$ cat src/design/spf_consts.vh
// spf_consts.vh: offsets, field positions, reset values and timing counts
// of the self-programming flash controller. definitions only.
`ifndef SPF_CONSTS_VH
`define SPF_CONSTS_VH

// control/status register, data space and io space offsets
`define SPF_CSR_DATA_ADDR 8'h57
`define SPF_CSR_IO_ADDR 6'h37
`define SPF_CSR_RESET 8'h00

// control/status bit positions
`define SPF_BIT_READY_IRQ_EN 7
`define SPF_BIT_SECTION_BUSY 6
`define SPF_BIT_SIG_READ 5
`define SPF_BIT_REENABLE 4
`define SPF_BIT_LOCK_SET 3
`define SPF_BIT_PAGE_WRITE 2
`define SPF_BIT_PAGE_ERASE 1
`define SPF_BIT_STORE_EN 0

// legal low five bit command patterns, low six bits for signature read
`define SPF_PAT_STORE 5'h01
`define SPF_PAT_ERASE 5'h03
`define SPF_PAT_WRITE 5'h05
`define SPF_PAT_LOCK 5'h09
`define SPF_PAT_REENABLE 5'h11
`define SPF_PAT_SIG 6'h21

// arming windows in core cycles
`define SPF_STORE_WINDOW 3'd4
`define SPF_LOAD_WINDOW 3'd3

// geometry: 13 bit counter, 64 word pages
`define SPF_PC_WIDTH 13
`define SPF_WORD_BITS 6
`define SPF_PAGE_WORDS 64
`define SPF_STALL_START 13'h1c00
`define SPF_CONC_LAST 13'h1bff

// boot section start per boot size fuse pair
`define SPF_BOOT_START_11 13'h1f80
`define SPF_BOOT_START_10 13'h1f00
`define SPF_BOOT_START_01 13'h1e00
`define SPF_BOOT_START_00 13'h1c00

// programming time: 3.7 ms least, 4.5 ms most, at 125 MHz (8 ns)
`define SPF_PROG_MIN_NS 3700000
`define SPF_PROG_MAX_NS 4500000
`define SPF_CLK_NS 8
// least programming time in core cycles, rounded up: 3700000 ns / 8 ns
`define SPF_PROG_CYCLES 23'd462500

`endif

$ cat src/design/spf_ctrl.v
// spf_ctrl.v: self-programming flash controller with page buffer,
// command arming windows, section busy tracking and lock/fuse readback.
// assumes the cpu core on the same clock gives one-cycle store/load strobes
// and a one-cycle register write strobe; the flash array itself is outside.
//
// Overview of operation
// RULE1: store enable arms store for four cycles
// RULE2: plain store fills buffer word at pointer
// RULE3: store enable stays set while programming
// RULE4: only six command patterns arm anything
// RULE5: page write commits buffer to pointer page
// RULE6: page erase clears pointer page
// RULE7: stall cpu when stalling section programmed
// RULE8: concurrent section programming sets busy flag
// RULE9: busy flag clears on reenable or load
// RULE10: reenable refused while programming busy
// RULE11: reenable during buffer load discards data
// RULE12: lock set store programs lock byte
// RULE13: lock set load returns lock or fuse
// RULE14: signature load returns row, store ignored
// RULE15: ready interrupt while store enable clear
// RULE16: boot size pair selects boot start
// RULE17: section split at word 0x1c00
// RULE18: thirteen bit counter, 64 word pages
// RULE19: software keeps pointer bit zero clear
// RULE20: register at 0x57 / 0x37, reset zero
// RULE21: software waits, then writes and stores
// RULE22: programming stays busy 3.7 to 4.5 ms
// RULE23: programmed bits read zero, blank one
// RULE24: window counted from write, reset clears
`timescale 1ns/100ps
`default_nettype none
`include "spf_consts.vh"

module spf_ctrl #(
  parameter [22:0] PROG_CYCLES = `SPF_PROG_CYCLES,
  parameter [7:0] FUSE_LOW = 8'hff,
  parameter [7:0] FUSE_HIGH = 8'hff,
  parameter [7:0] FUSE_EXT = 8'hff,
  parameter [7:0] SIG_BYTE0 = 8'h5a,  // arbitrary signature value
  parameter [7:0] SIG_BYTE1 = 8'h3c,  // arbitrary signature value
  parameter [7:0] SIG_BYTE2 = 8'h96   // arbitrary signature value
) (
  input wire ref_clk_in,
  input wire rst_b_in,
  input wire reg_wr_in,
  input wire reg_rd_in,
  input wire reg_io_space_in,
  input wire [7:0] reg_addr_in,
  input wire [7:0] reg_wdata_in,
  input wire store_in,
  input wire load_in,
  input wire [15:0] pointer_in,
  input wire [15:0] data_word_pair_in,
  input wire global_irq_en_in,
  input wire boot_size_hi_in,
  input wire boot_size_lo_in,
  output reg [7:0] reg_rdata_out,
  output reg [7:0] load_data_out,
  output reg load_hit_out,
  output reg cpu_halt_out,
  output reg ready_irq_out,
  output reg section_locked_out,
  output reg flash_erase_out,
  output reg flash_write_out,
  output reg [6:0] flash_page_out,
  output reg [12:0] boot_start_out,
  output reg [7:0] lock_byte_out
);
  // command states, one-hot
  localparam [4:0] ST_IDLE = 5'b00001;
  localparam [4:0] ST_ARMED = 5'b00010;
  localparam [4:0] ST_PROG = 5'b00100;
  localparam [4:0] ST_LOCKP = 5'b01000;
  localparam [4:0] ST_SIG = 5'b10000;

  reg rst_meta;
  reg rst_sync;
  reg [4:0] state;
  reg [2:0] window;
  reg [7:0] csr;
  reg [15:0] page_buf [0:`SPF_PAGE_WORDS-1];
  reg buf_loading;
  reg prog_conc;
  reg [6:0] prog_page;
  wire prog_done;
  reg timer_start;
  integer i;

  // boot start from the fuse pair
  function [12:0] boot_start;
    input [1:0] sz;
    begin
      case (sz)
        2'b11: boot_start = `SPF_BOOT_START_11;
        2'b10: boot_start = `SPF_BOOT_START_10;
        2'b01: boot_start = `SPF_BOOT_START_01;
        default: boot_start = `SPF_BOOT_START_00;
      endcase
    end
  endfunction

  // RULE20: register hit in either space
  function reg_hit;
    input io;
    input [7:0] a;
    begin
      reg_hit = io ? (a[5:0] == `SPF_CSR_IO_ADDR && a[7:6] == 2'b00) : (a == `SPF_CSR_DATA_ADDR);
    end
  endfunction

  // reset release through two flops so deassertion is clean
  always @(posedge ref_clk_in or negedge rst_b_in) begin
    if (!rst_b_in) begin
      rst_meta <= 1'b0;
      rst_sync <= 1'b0;
    end else begin
      rst_meta <= 1'b1;
      rst_sync <= rst_meta;
    end
  end

  // RULE22: programming time counter
  spf_prog_timer #(
    .PROG_CYCLES(PROG_CYCLES)
  ) u_timer (
    .clk_in(ref_clk_in),
    .rst_b_in(rst_sync),
    .start_in(timer_start),
    .busy_out(),
    .done_out(prog_done)
  );

  wire csr_wr = reg_wr_in && reg_hit(reg_io_space_in, reg_addr_in);
  wire [4:0] wr_low = reg_wdata_in[4:0];
  wire [5:0] wr_six = reg_wdata_in[5:0];
  wire [12:0] word_addr = pointer_in[13:1];
  wire window_open = (window != 3'd0);

  // main sequencer
  always @(posedge ref_clk_in or negedge rst_sync) begin
    if (!rst_sync) begin
      state <= ST_IDLE;
      window <= 3'd0;
      csr <= `SPF_CSR_RESET;
      buf_loading <= 1'b0;
      prog_conc <= 1'b0;
      prog_page <= 7'h00;
      timer_start <= 1'b0;
      load_data_out <= 8'h00;
      load_hit_out <= 1'b0;
      flash_erase_out <= 1'b0;
      flash_write_out <= 1'b0;
      flash_page_out <= 7'h00;
      lock_byte_out <= 8'hff;
      for (i = 0; i < `SPF_PAGE_WORDS; i = i + 1) begin
        page_buf[i] <= 16'hffff;
      end
    end else begin
      timer_start <= 1'b0;
      load_hit_out <= 1'b0;
      flash_erase_out <= 1'b0;
      flash_write_out <= 1'b0;
      if (csr_wr) begin
        csr[`SPF_BIT_READY_IRQ_EN] <= reg_wdata_in[`SPF_BIT_READY_IRQ_EN];
      end
      case (state)
        ST_IDLE: begin
          // RULE4: only listed patterns arm; RULE24: window from the write
          if (csr_wr && (wr_low == `SPF_PAT_STORE || wr_low == `SPF_PAT_ERASE || wr_low == `SPF_PAT_WRITE
              || wr_low == `SPF_PAT_LOCK || wr_low == `SPF_PAT_REENABLE || wr_six == `SPF_PAT_SIG)) begin
            csr[5:0] <= reg_wdata_in[5:0];
            window <= `SPF_STORE_WINDOW;
            state <= (wr_six == `SPF_PAT_SIG) ? ST_SIG : ST_ARMED;
            // RULE11: reenable during a load drops the buffered words
            if (wr_low == `SPF_PAT_REENABLE && buf_loading) begin
              buf_loading <= 1'b0;
              for (i = 0; i < `SPF_PAGE_WORDS; i = i + 1) begin
                page_buf[i] <= 16'hffff;
              end
            end
          end
        end
        ST_ARMED: begin
          // RULE1: store accepted only within the window
          window <= window - 3'd1;
          if (store_in) begin
            window <= 3'd0;
            if (csr[`SPF_BIT_PAGE_ERASE] || csr[`SPF_BIT_PAGE_WRITE]) begin
              // RULE5: RULE6: page from pointer upper bits, data ignored
              prog_page <= word_addr[12:`SPF_WORD_BITS];
              timer_start <= 1'b1;
              // RULE17: section decided by page address
              prog_conc <= (word_addr < `SPF_STALL_START);
              // RULE8: concurrent section becomes busy
              if (word_addr < `SPF_STALL_START) begin
                csr[`SPF_BIT_SECTION_BUSY] <= 1'b1;
              end
              state <= ST_PROG;
            end else if (csr[`SPF_BIT_LOCK_SET]) begin
              // RULE12: lock byte from low data register only
              lock_byte_out <= lock_byte_out & (data_word_pair_in[7:0] | 8'hc0);
              timer_start <= 1'b1;
              state <= ST_LOCKP;
            end else if (csr[`SPF_BIT_REENABLE]) begin
              // RULE10: only reached once programming ended
              csr[`SPF_BIT_SECTION_BUSY] <= 1'b0;
              csr[5:0] <= 6'h00;
              state <= ST_IDLE;
            end else begin
              // RULE2: buffer fill, pointer bit zero ignored; RULE18
              page_buf[word_addr[`SPF_WORD_BITS-1:0]] <= data_word_pair_in;
              buf_loading <= 1'b1;
              // RULE9: page load releases the busy flag
              csr[`SPF_BIT_SECTION_BUSY] <= 1'b0;
              csr[5:0] <= 6'h00;
              state <= ST_IDLE;
            end
          end else if (load_in && csr[`SPF_BIT_LOCK_SET] && window > (`SPF_STORE_WINDOW - `SPF_LOAD_WINDOW)) begin
            // RULE13: RULE23: lock or fuse byte by pointer bits
            load_hit_out <= 1'b1;
            case (pointer_in[1:0])
              2'b00: load_data_out <= FUSE_LOW;
              2'b01: load_data_out <= lock_byte_out;
              2'b10: load_data_out <= FUSE_EXT;
              default: load_data_out <= FUSE_HIGH;
            endcase
            csr[5:0] <= 6'h00;
            window <= 3'd0;
            state <= ST_IDLE;
          end else if (window == 3'd1) begin
            // RULE1: timeout clears the command bits
            csr[5:0] <= 6'h00;
            state <= ST_IDLE;
          end
        end
        ST_SIG: begin
          // RULE14: load returns a signature byte, store does nothing
          window <= window - 3'd1;
          if (load_in && window > (`SPF_STORE_WINDOW - `SPF_LOAD_WINDOW)) begin
            load_hit_out <= 1'b1;
            case (pointer_in[2:0])
              3'd0: load_data_out <= SIG_BYTE0;
              3'd2: load_data_out <= SIG_BYTE1;
              3'd4: load_data_out <= SIG_BYTE2;
              default: load_data_out <= 8'hff;
            endcase
            csr[5:0] <= 6'h00;
            window <= 3'd0;
            state <= ST_IDLE;
          end else if (window == 3'd1) begin
            csr[5:0] <= 6'h00;
            state <= ST_IDLE;
          end
        end
        ST_PROG: begin
          // RULE3: store enable held until the timer ends
          if (prog_done) begin
            flash_page_out <= prog_page;
            if (csr[`SPF_BIT_PAGE_WRITE]) begin
              flash_write_out <= 1'b1;
              buf_loading <= 1'b0;
            end else begin
              flash_erase_out <= 1'b1;
            end
            csr[5:0] <= 6'h00;
            state <= ST_IDLE;
          end
        end
        ST_LOCKP: begin
          if (prog_done) begin
            csr[5:0] <= 6'h00;
            state <= ST_IDLE;
          end
        end
        default: begin
          csr[5:0] <= 6'h00;
          state <= ST_IDLE;
        end
      endcase
    end
  end

  // registered outputs derived from state and fuses
  always @(posedge ref_clk_in or negedge rst_sync) begin
    if (!rst_sync) begin
      reg_rdata_out <= 8'h00;
      cpu_halt_out <= 1'b0;
      ready_irq_out <= 1'b0;
      section_locked_out <= 1'b0;
      boot_start_out <= `SPF_BOOT_START_00;
    end else begin
      // unmapped reads return zero
      reg_rdata_out <= (reg_rd_in && reg_hit(reg_io_space_in, reg_addr_in)) ? csr : 8'h00;
      // RULE7: stall the cpu while the stalling section is busy
      cpu_halt_out <= (state == ST_PROG) && !prog_conc && !prog_done;
      // RULE15: level request while store enable is clear
      ready_irq_out <= csr[`SPF_BIT_READY_IRQ_EN] && global_irq_en_in && !csr[`SPF_BIT_STORE_EN];
      // RULE8: concurrent section inaccessible while flagged
      section_locked_out <= csr[`SPF_BIT_SECTION_BUSY];
      // RULE16: boot start from the fuse pair
      boot_start_out <= boot_start({boot_size_hi_in, boot_size_lo_in});
    end
  end
endmodule
`default_nettype wire

$ cat src/design/spf_prog_timer.v
// spf_prog_timer.v: counts one programming operation down to its end.
// assumes start is a one-cycle pulse on the core clock; reset already synced.
`timescale 1ns/100ps
`default_nettype none
`include "spf_consts.vh"

module spf_prog_timer #(
  parameter [22:0] PROG_CYCLES = `SPF_PROG_CYCLES
) (
  input wire clk_in,
  input wire rst_b_in,
  input wire start_in,
  output reg busy_out,
  output reg done_out
);
  reg [22:0] count;

  // load on start, pulse done when the count runs out
  always @(posedge clk_in or negedge rst_b_in) begin
    if (!rst_b_in) begin
      count <= 23'h000000;
      busy_out <= 1'b0;
      done_out <= 1'b0;
    end else begin
      done_out <= 1'b0;
      if (start_in) begin
        count <= PROG_CYCLES - 23'h000001;
        busy_out <= 1'b1;
      end else if (busy_out) begin
        if (count == 23'h000000) begin
          busy_out <= 1'b0;
          done_out <= 1'b1;
        end else begin
          count <= count - 23'h000001;
        end
      end
    end
  end
endmodule
`default_nettype wire

$ cat config.mk
export PLATFORM = sky130hd
export DESIGN_NAME = spf_ctrl
export DESIGN_NICKNAME = d
export VERILOG_FILES = /design/src/design/spf_ctrl.v /design/src/design/spf_prog_timer.v
export VERILOG_INCLUDE_DIRS = /design/src /design/src/design
export SDC_FILE = /design/constraint.sdc
export NUM_CORES = 1
export LEC_CHECK = 0
export BUFFER_PORTS_ARGS = -buffer_cell sky130_fd_sc_hd__buf_2
export CORE_MARGIN = 1
export CORE_UTILIZATION = 57
export CTS_BUF_LIST = sky130_fd_sc_hd__clkbuf_4 sky130_fd_sc_hd__clkbuf_8 sky130_fd_sc_hd__clkbuf_16
export DETAILED_ROUTE_END_ITERATION = 8
export PLACE_DENSITY = 0.85
export SLEW_MARGIN = 20
export SYNTH_ARGS = -nofsm -noshare
export SYNTH_HDL_FRONTEND = slang
export SYNTH_SLANG_ARGS = --single-unit
$ cat constraint.sdc
create_clock -name ref_clk_in -period 4.05 [get_ports ref_clk_in]
set_input_delay 0.81 -clock ref_clk_in [delete_from_list [all_inputs] [get_ports ref_clk_in]]
set_output_delay 0.81 -clock ref_clk_in [all_outputs]
set_load 0.005 [all_outputs]
; ---- Word level (Yosys, flattened, before mapping)
; Cells that the tools add are included.
[totals]
ff_bits = 102
out_inout_bits = 50
in_bits = 58
word_cells = 156
[classes]
n_eq_ne = 30
mux = 58
magnitude_cmp = 2
n_reduce_logical = 37
add_sub_neg = 2
n_bitwise = 2
[op_table]
columns = op, count
row1 = 23-bit 2-to-1 mux, 3
row2 = 6-bit 2-to-1 mux, 7
row3 = 8-bit 2-to-1 mux, 5
row4 = 5-bit 2-to-1 mux, 7
row5 = 10-bit one-hot mux with 3 select lines, 1
row6 = 6-bit one-hot mux with 4 select lines, 1
row7 = 8-bit one-hot mux with 3 select lines, 1
row8 = 23-bit zero test, 1
row9 = 23-bit by 1-bit subtractor with 23-bit output (second input constant), 1
row10 = 1-bit 2-to-1 mux, 22
row11 = 5-bit one-hot mux with 4 select lines, 1
row12 = 8-bit one-hot mux with 2 select lines, 1
row13 = 4-bit AND reduction, 4
row14 = 13-bit < comparator (second input constant), 1
row15 = 6-bit == test (second input constant), 2
row16 = 3-bit 2-to-1 mux, 4
row17 = 1-bit logical AND, 11
row18 = 5-bit by 1-bit == test with 1-bit output (second input constant), 2
row19 = 5-bit by 2-bit == test with 1-bit output (second input constant), 2
row20 = 5-bit by 3-bit == test with 1-bit output (second input constant), 2
row21 = 5-bit by 4-bit == test with 1-bit output (second input constant), 2
row22 = 5-bit == test (second input constant), 2
row23 = 2-bit != test (second input constant), 5
row24 = 3-bit one-hot mux with 3 select lines, 1
row25 = 24 further kinds, 42

; ---- Logic depth before layout (Yosys ltp)
; Gate-level depths: netlist (run 1).
[depth]
word_depth = 9
mapped_depth = 9
ltp_nobuf = 7

; ---- Modules after synthesis
; From an unflattened synthesis (run 1), not the netlist that was laid out.
[unflattened]
cells_unflattened = 393
area_unflattened_um2 = 4315.4
[by_module_without_submodules]
columns = module, instances, area_per_inst_um2, seq_area_each_um2, cells_per_inst
row1 = spf_ctrl, 1, 2950.3, 1635.3, 256
row2 = spf_prog_timer, 1, 1365.1, 625.6, 137

; ---- Worst setup path after synthesis (run 1)
; No wires, ideal clock.
[synth_path]
path_kind = input port to flip-flop
start = input reg_addr_in[5]
end = register csr[3]
arrival_ns = 2.171
required_ns = 3.929
path_stages = 5
setup_time_ns = 0.121
path_slack_ns = 1.758
path_buffers = 0
path_cell_list = nor3b_1 > o211ai_1 > o31a_1 > or4_1 > a22o_1
[synth_via]
elab_chain_cells = 7
elab_cells_between_ends = 8
classes_between = eq/ne (3) / mux (1) / reduce/logical (4)
[synth_rtl]
columns = item, line_no
row1 = from (decl), spf_ctrl.v:49  ; input wire [7:0] reg_addr_in,
row2 = 6-bit == test (no source line), n/a
row3 = 1-bit logical AND, spf_ctrl.v:108  ; reg_hit = io ? (a[5:0] == `SPF_CSR_IO_ADDR && a[7:6] == 2'b00) : (a == `SPF_CSR_DATA_ADDR);
row4 = 1-bit 2-to-1 mux *, spf_ctrl.v:108
row5 = 1-bit logical AND *, spf_ctrl.v:134  ; wire csr_wr = reg_wr_in && reg_hit(reg_io_space_in, reg_addr_in);
row6 = 1-bit logical AND *, spf_ctrl.v:170  ; if (csr_wr && (wr_low == `SPF_PAT_STORE || wr_low == `SPF_PAT_ERASE || wr_low == `SPF_PAT_WRITE
row7 = 2-bit != test (no source line) *, n/a
row8 = 3-bit AND reduction (no source line) *, n/a
row9 = to (signal assigned), spf_ctrl.v:145  ; csr <= `SPF_CSR_RESET;
row10 = "to (signal, indexed assignment)", spf_ctrl.v:165  ; csr[`SPF_BIT_READY_IRQ_EN] <= reg_wdata_in[`SPF_BIT_READY_IRQ_EN];
row11 = to (signal assigned), spf_ctrl.v:172  ; csr[5:0] <= reg_wdata_in[5:0];
row12 = to (decl), spf_ctrl.v:81  ; reg [7:0] csr;
; Every way passes the cells marked *; elsewhere a longest branch is shown, timed or not.
; A chain may end at the register's enable or synchronous reset.

; ---- Worst setup path in the final report (run 1)
[layout_path]
start = register timer_start
end = register u_timer.count[5]
[layout_via]
elab_chain_cells = 2
elab_cells_between_ends = 4
classes_between = eq/ne (1) / mux (1) / reduce/logical (2)
[layout_rtl]
columns = item, line_no
row1 = from (decl), spf_ctrl.v:87  ; reg timer_start;
row2 = from (signal assigned), spf_ctrl.v:149  ; timer_start <= 1'b0;
row3 = from (signal assigned), spf_ctrl.v:160  ; timer_start <= 1'b0;
row4 = from (signal assigned), spf_ctrl.v:192  ; timer_start <= 1'b1;
row5 = 2-bit != test (no source line) or 2-bit nonzero test (tied branches), n/a
row6 = 2-bit AND reduction (no source line), n/a
row7 = to (signal assigned), spf_prog_timer.v:27  ; count <= PROG_CYCLES - 23'h000001;
row8 = to (signal assigned), spf_prog_timer.v:34  ; count <= count - 23'h000001;
row9 = to (decl), spf_prog_timer.v:16  ; reg [22:0] count;
; Parallel ways exist; a longest one is shown, timed or not.

==> results of run 1 <==
## state kept, by name (all words and copies together) (netlist names), 3 cells and up
| name | cells |
|---|---|
| u_timer.count | 23 |
| csr | 8 |
| load_data_out | 8 |
| reg_rdata_out | 8 |
| flash_page_out | 7 |
| prog_page | 7 |
| lock_byte_out | 6 |
| state | 5 |
| boot_start_out | 3 |
| window | 3 |
## worst max path at each step
| stage | from | to | slack (ps) |
|---|---|---|---|
| final | timer_start | u_timer.count[5] | 1550 |
| after CTS | timer_start | u_timer.count[17] | 1590 |
| after detailed placement | reg_addr_in[5] | csr[3] | 1450 |
| after floorplan | rst_sync | boot_start_out[7] | 1370 |
| after global placement | reg_addr_in[5] | csr[3] | 1550 |
| after global routing | timer_start | u_timer.count[12] | 1410 |
## Yosys cell counts, types with 2 or more instances
cell type / instances / share of area [%]
a2111oi_0: 2 / 0.41
a211oi_1: 3 / 0.53
a21o_1: 3 / 0.53
a21oi_1: 17 / 2.0
a22o_1: 2 / 0.41
and2_1: 12 / 1.8
and3b_1: 3 / 0.61
buf_2: 2 / 0.23
buf_4: 12 / 2.1
clkbuf_1: 10 / 0.88
conb_1: 2 / 0.18
dfrtp_1: 83 / 49
dfstp_2: 7 / 4.3
ha_1: 4 / 1.2
inv_1: 17 / 1.5
mux2_2: 19 / 5.0
nand2_1: 12 / 1.1
nand2b_1: 5 / 0.73
nand3_1: 6 / 0.70
nand3b_1: 4 / 0.70
nor2_1: 32 / 2.8
nor2b_1: 5 / 0.73
nor3_1: 16 / 1.9
nor3b_1: 5 / 0.88
nor4_1: 8 / 1.2
nor4_4: 2 / 0.99
o211ai_1: 4 / 0.70
o21a_1: 7 / 1.2
o21ai_0: 14 / 1.6
o21bai_1: 3 / 0.53
o2bb2ai_1: 4 / 0.82
o311ai_0: 2 / 0.41
o31a_1: 3 / 0.61
o31ai_1: 9 / 1.6
or2_2: 2 / 0.29
or3_1: 11 / 1.6
or3b_1: 2 / 0.41
or4_1: 6 / 1.1
xnor2_1: 6 / 1.2
xor2_1: 7 / 1.4
## through the flow
| stage | hold WS (ps) | instances | area [um2] |
|---|---|---|---|
| after floorplan | 331 | 404 | 4320 |
| after global placement | 338 | 558 | 4710 |
| after detailed placement | 336 | 558 | 4710 |
| after CTS | 215 | 573 | 4910 |
| after global routing | 213 | 574 | 4930 |
| final | 224 | 574 | 4930 |
## worst max-delay path: cells and delay by family (launching register included)
| family | cells | cell delay, ps |
|---|---|---|
| simple gates | 4 | 1670 |
| flops | 1 | 700 |
## metal layers
layer	part of all wire, %	vias up	global-route usage [%]	wire length [um]
met2	48	96	37.1	3970
met4	2.2	0	12.6	183
met5	0	-	0	0
met3	4.9	19	5.22	407
li1	-	1552	-	-
met1	45	1570	29.8	3720
## cell families (layout without fill, tap and decap cells)
kind of cell,after synthesis,after routing,share of synthesized area [%]
compound gates,84,84,13.9
fa+ha+maj,4,4,1.17
simple gates,139,139,19.4
flops,90,90,52.8
mux,20,20,5.23
other cells,2,13,0.175
buf+inv,41,112,4.71
xor+xnor,13,13,2.66
## cell type report
cell class,instances,share of cell area (%)
clock inverter,4,1.04
timing repair buffer,80,8.62
sequential,90,45.9
clock buffer,11,2.94
multi-input combinational,273,37.7
inverter,17,1.29
tap,99,2.51
## report_power, final
group / total (W) / internal (W) / switching [W] / leakage (nW)
Sequential: 0.000924 / 0.000908 / 0.0000156 / 1.18
Clock: 0.000614 / 0.000307 / 0.000307 / 0.0992
Combinational: 0.0000776 / 0.0000323 / 0.0000453 / 1.11
Total: 0.00162 / 0.00125 / 0.000368 / 2.39
==> results.md, run 1 <==
- Cts hold-fix bufs: 0
- Vias in the first global route: between 3,000 and 4,000
- Power, Total: roughly 0.0016 W
- Worst-path clk slew: 90 ps
- Critical R2R Launch: timer_start
- Skew-Pair Late Insertion Delay: 360 ps
- H-Tree Depth: 3
- Area of the multi-input gates: about 1900 um2
- Antenna-violating nets left: 0
- Critical Path RT: roughly 4300 ps
- Post_cts resized: 0
- Commonest non-fill, non-tap cell in the layout: dfrtp_1
- Final WS setup: around 1500 ps
- P_leak: between 2 and 2.5 nW
- Critical Path, Cell by Cell: or3_1 -> nor3_2 -> nor4_1 -> or3_1
- Root buffer cell: clkbuf_8
- Setup bufs post-CTS: 0
- Vias: about 3,200
- Critical Path Sink Type: register
- Gate count of the mapped netlist: ~400
- # Max-Cap Violations: 0
- Initial Utilization: between 50% and 60%
- Ports: around 110
- CTS buffer count: 9
- CTS Buffer Depth: 2
- Area growth, synth to finish: 15.3%
- Final setup skew: around 11 ps
- Mapped Area: 4280 um2
- Crit-path most repeated cell: or3_1
- Post-Route WL: 8290 um
- DRC Markers: 0
- CTS tree: done
- Drt first pass iters: 4
- Startpoint Class: register
- Seq/Total Area, Yosys: between 50% and 60%
- CP max FO: 29
- Worst VDD drop: 280 uV
- Rows: 31
- Synth Flop Type: dfrtp_1
- Synth Register Bits: 90
- Fin util: roughly two thirds
- Final worst-path cycle share: around three fifths
- Tot GR Track Use: between 20% and 30%
- R2R Setup Slk: approximately 1500 ps
- Count of final hold-check violations: 0
- Worst R2R End: u_timer.count[5]
- FF/Latch Area: between 2000 and 2500 um2
- Syn Area/Cell: approximately 11 um2
- Synth warn: 0
- Layout cells sized above 1: between 20 and 30%
- Die area: 7860 um2
- Sum Neg Setup Slack: 0 ps
- Core ar.: roughly 7300 um2
- DIE WIDTH: between 80 and 90 um
- DP Wirelength: around 5900 um
- Fmax: between 300 and 400 MHz
- Measured slew at the worst slew-check pin: 911 ps
- Post-DR wirelength/cell: between 10 and 15 um
- Final setup viols: 0
- First-pass GRT wire length: about 14,000 um
- Status: completed
- Most frequent cells in the layout: dfrtp_1 (82), buf_2 (78), nor2_1 (32), mux2_2 (19)
- Fillers: approximately 570
- WP data arrival: around 2700 ps
- Antenna violations before repair: 0
- Cell Pwr Density: approximately 330 nW/um2
- Clock sink total: 90
- Vias per cell: ~5.6
- Layout Nets: around 530
- HP Class: in -> async
- Async SR Flop Fraction: 100%
- IO Port Bufs: around 80
- CP max-delay cell: dfrtp_1
- Setup CP Type: reg -> reg
- Library cells used by synthesis: 60
- Crit path time final: ~2500 ps
- Post-synth EDFFs: 0
- DP Worst Slack: around 1400 ps
- Grt ovf: 0
- Slew Limit Fails: 0
- Largest net degree at the start of global routing: 89
- Ant. Diodes: 0
- Relative slew slack: between 30% and 40%
- Die height: roughly 89 um
- GP Congestion: 0.877
- Drt initial violations: around 330
- Max incr delay on CP: 700 ps
- RSZ-0062 raised after global routing: no
- Worst-case reg-to-reg path depth: 4
(Power assumes the default switching activity.)
==> inputs of run 2 (changes only) <==
CORE_UTILIZATION = 53   (was 57)
PLACE_DENSITY = 0.8   (was 0.85)
clock period = 2.6 ns   (was 4.05 ns; I/O delays follow)
==> run 2 against run 1 <==
Register-to-register slack got worse by 1100 ps. Final cell count is 2.3% higher. Die area grew 7.4%. Via count up 0.34%. Count of clock-buffer cells in the layout shrank 1. Setup slack worse by 1100 ps. Non-clock buffer count is 9 higher. Combinational power is 55% higher. Highest routed layer unchanged.
==> results.md, run 2 (synthesis results as in run 1) <==
- Setup CP Type: reg -> reg (unchanged)
- Final worst-path cycle share: 83.3% (was 61.8%)
- Vias: 3,248 (was 3,237)
- Commonest non-fill, non-tap cell in the layout: dfrtp_1 (unchanged)
- Fmax: 462 MHz (was 400 MHz)
- RSZ-0062 raised after global routing: no (unchanged)
- Largest register by flop count: u_timer.count (unchanged)
- Grt ovf: 0 (unchanged)
- Max FFs per register: 23 (unchanged)
- CTS tree: done (unchanged)
- Final setup skew: 8.97 ps (was 10.9 ps)
- Core ar.: 7770 um2 (was 7250 um2)
- Post-DR wirelength/cell: 15.1 um (was 14.4 um)
- Vias per cell: 5.53 (was 5.64)
- Fillers: 638 (was 571)
- P_leak: 2.41 nW (was 2.39 nW)
- DP Worst Slack: 267 ps (was 1450 ps)
- Worst-path clk slew: 90 ps (about the same)
- WP data arrival: 2440 ps (was 2740 ps)
- GP Congestion: 0.800 (was 0.877)
- Placed Instances: 570 (was 558)
- Fin util: 64.2% (was 68.0%)
- Crit path time final: 2170 ps (was 2500 ps)
- Final std cells w/o fill: 587 (was 574)
- Cell Pwr Density: 489 nW/um2 (was 327 nW/um2)
- Post_cts resized: 0 (unchanged)
- Tot GR Track Use: 22.3% (was 23.3%)
- CTS Buffer Depth: 2 (unchanged)
- Sum Neg Setup Slack: 0 ps (unchanged)
- Drt first pass iters: 4 (unchanged)
- Rows: 32 (was 31)
- DIE WIDTH: 91.9 um (was 88.7 um)
- Ant. Diodes: 0 (unchanged)
- Final setup viols: 0 (unchanged)
- Most frequent cells in the layout: dfrtp_1 (82), buf_2 (78), nor2_1 (32), mux2_2 (19) (unchanged)
- Critical Path RT: 2880 ps (was 4290 ps)
- CP max FO: 10 (was 29)
- Final WS setup: 435 ps (was 1550 ps)
- Antenna-violating nets left: 0 (unchanged)
- Worst VDD drop: 322 uV (was 280 uV)
- Clock sink total: 90 (unchanged)
- Measured slew at the worst slew-check pin: 562 ps (was 911 ps)
- Power, Total: 0.00244 W (was 0.00162 W)
- CTS buffer count: 9 (unchanged)
- Largest net degree at the start of global routing: 51 (was 89)
- FF/Latch Area: 2260 um2 (unchanged)
- Die height: 91.9 um (was 88.7 um)
- Post-Route WL: 8840 um (was 8290 um)
- IO Port Bufs: 78 (unchanged)
- First-pass GRT wire length: 14,800 um (was 13,900 um)
- Status: completed (unchanged)
- Count of final hold-check violations: 0 (unchanged)
- Root buffer cell: clkbuf_8 (unchanged)
- Antenna violations before repair: 0 (unchanged)
- Initial Utilization: 55.1% (was 59.0%)
- # Max-Cap Violations: 0 (unchanged)
- Area of the multi-input gates: 1860 um2 (unchanged)
- Startpoint Class: register (unchanged)
- Setup bufs post-CTS: 0 (unchanged)
- DRC Markers: 0 (unchanged)
- Layout cells sized above 1: 29.1% (was 27.8%)
- Area growth, synth to finish: 16.4% (was 15.3%)
- Vias in the first global route: 3,172 (was 3,195)
- Critical Path Sink Type: register (unchanged)
- H-Tree Depth: 3 (unchanged)
- HP Class: in -> reg (was in -> async)
- Die area: 8440 um2 (was 7860 um2)
- DP Wirelength: 6380 um (was 5920 um)
- Relative slew slack: 62.3% (was 38.4%)
- Layout Nets: 542 (was 533)
- Drt initial violations: 210 (was 331)
- Slew Limit Fails: 0 (unchanged)
- Skew-Pair Late Insertion Delay: 350 ps (was 360 ps)
- Ports: 108 (unchanged)
[run 2: layer usage]
layer	vias up	part of all wire, %	global-route usage, %
li1	1564	-	-
met1	1588	44	30.1
met2	91	50	35.6
met3	5	5.5	6.47
met4	0	0.63	5.21
met5	-	0	0
[run 2: cell type report]
cell class,count,share of cell area [%]
inverters,17,1.28
repair buffers,89,9.79
clock buffers,10,2.64
well taps,102,2.56
multi-input cells,273,37.3
flip-flops and latches,90,45.4
clock inverters,6,0.979
[run 2: final timing paths]
check	end	cells after the start	startpoint	slack (ps)
max	u_timer.count[22]	5	u_timer.count[11]	430
min	boot_start_out[8]	1	boot_size_hi_in	290
max reg2reg	u_timer.count[22]	5	u_timer.count[11]	430
min in group asynchronous	flash_page_out[3]	0	rst_sync	310
max in group asynchronous	csr[1]	1	rst_sync	1670
min reg2reg	flash_page_out[3]	0	rst_sync	310
[run 2: repair_timing]
action                                 CTS  global route
endpoints found under the hold margin    2             0
setup endpoints to repair                0             0
hold buffers                             1             0
[run 2: power by group]
part           switching (W)  leakage (nW)  total [W]  internal (W)
sequential         0.0000257          1.18    0.00144       0.00141
clock               0.000513        0.0829   0.000880      0.000367
combinational      0.0000698          1.15   0.000120     0.0000500
total               0.000609          2.41    0.00244       0.00183
[run 2: critical path: stages (launching register included)]
cell and delay, ps:
dfrtp_1 450, nor4_4 380, nand3_4 210, or4b_4 590, or3_1 320, a21oi_1 140
[run 2: per-stage QoR]
step | instance area, um2 | hold WS [ps]
after floorplan | 4320 | 224
after global placement | 4790 | 305
after detailed placement | 4790 | 306
after CTS | 4980 | 276
after global routing | 4980 | 262
final | 4980 | 286
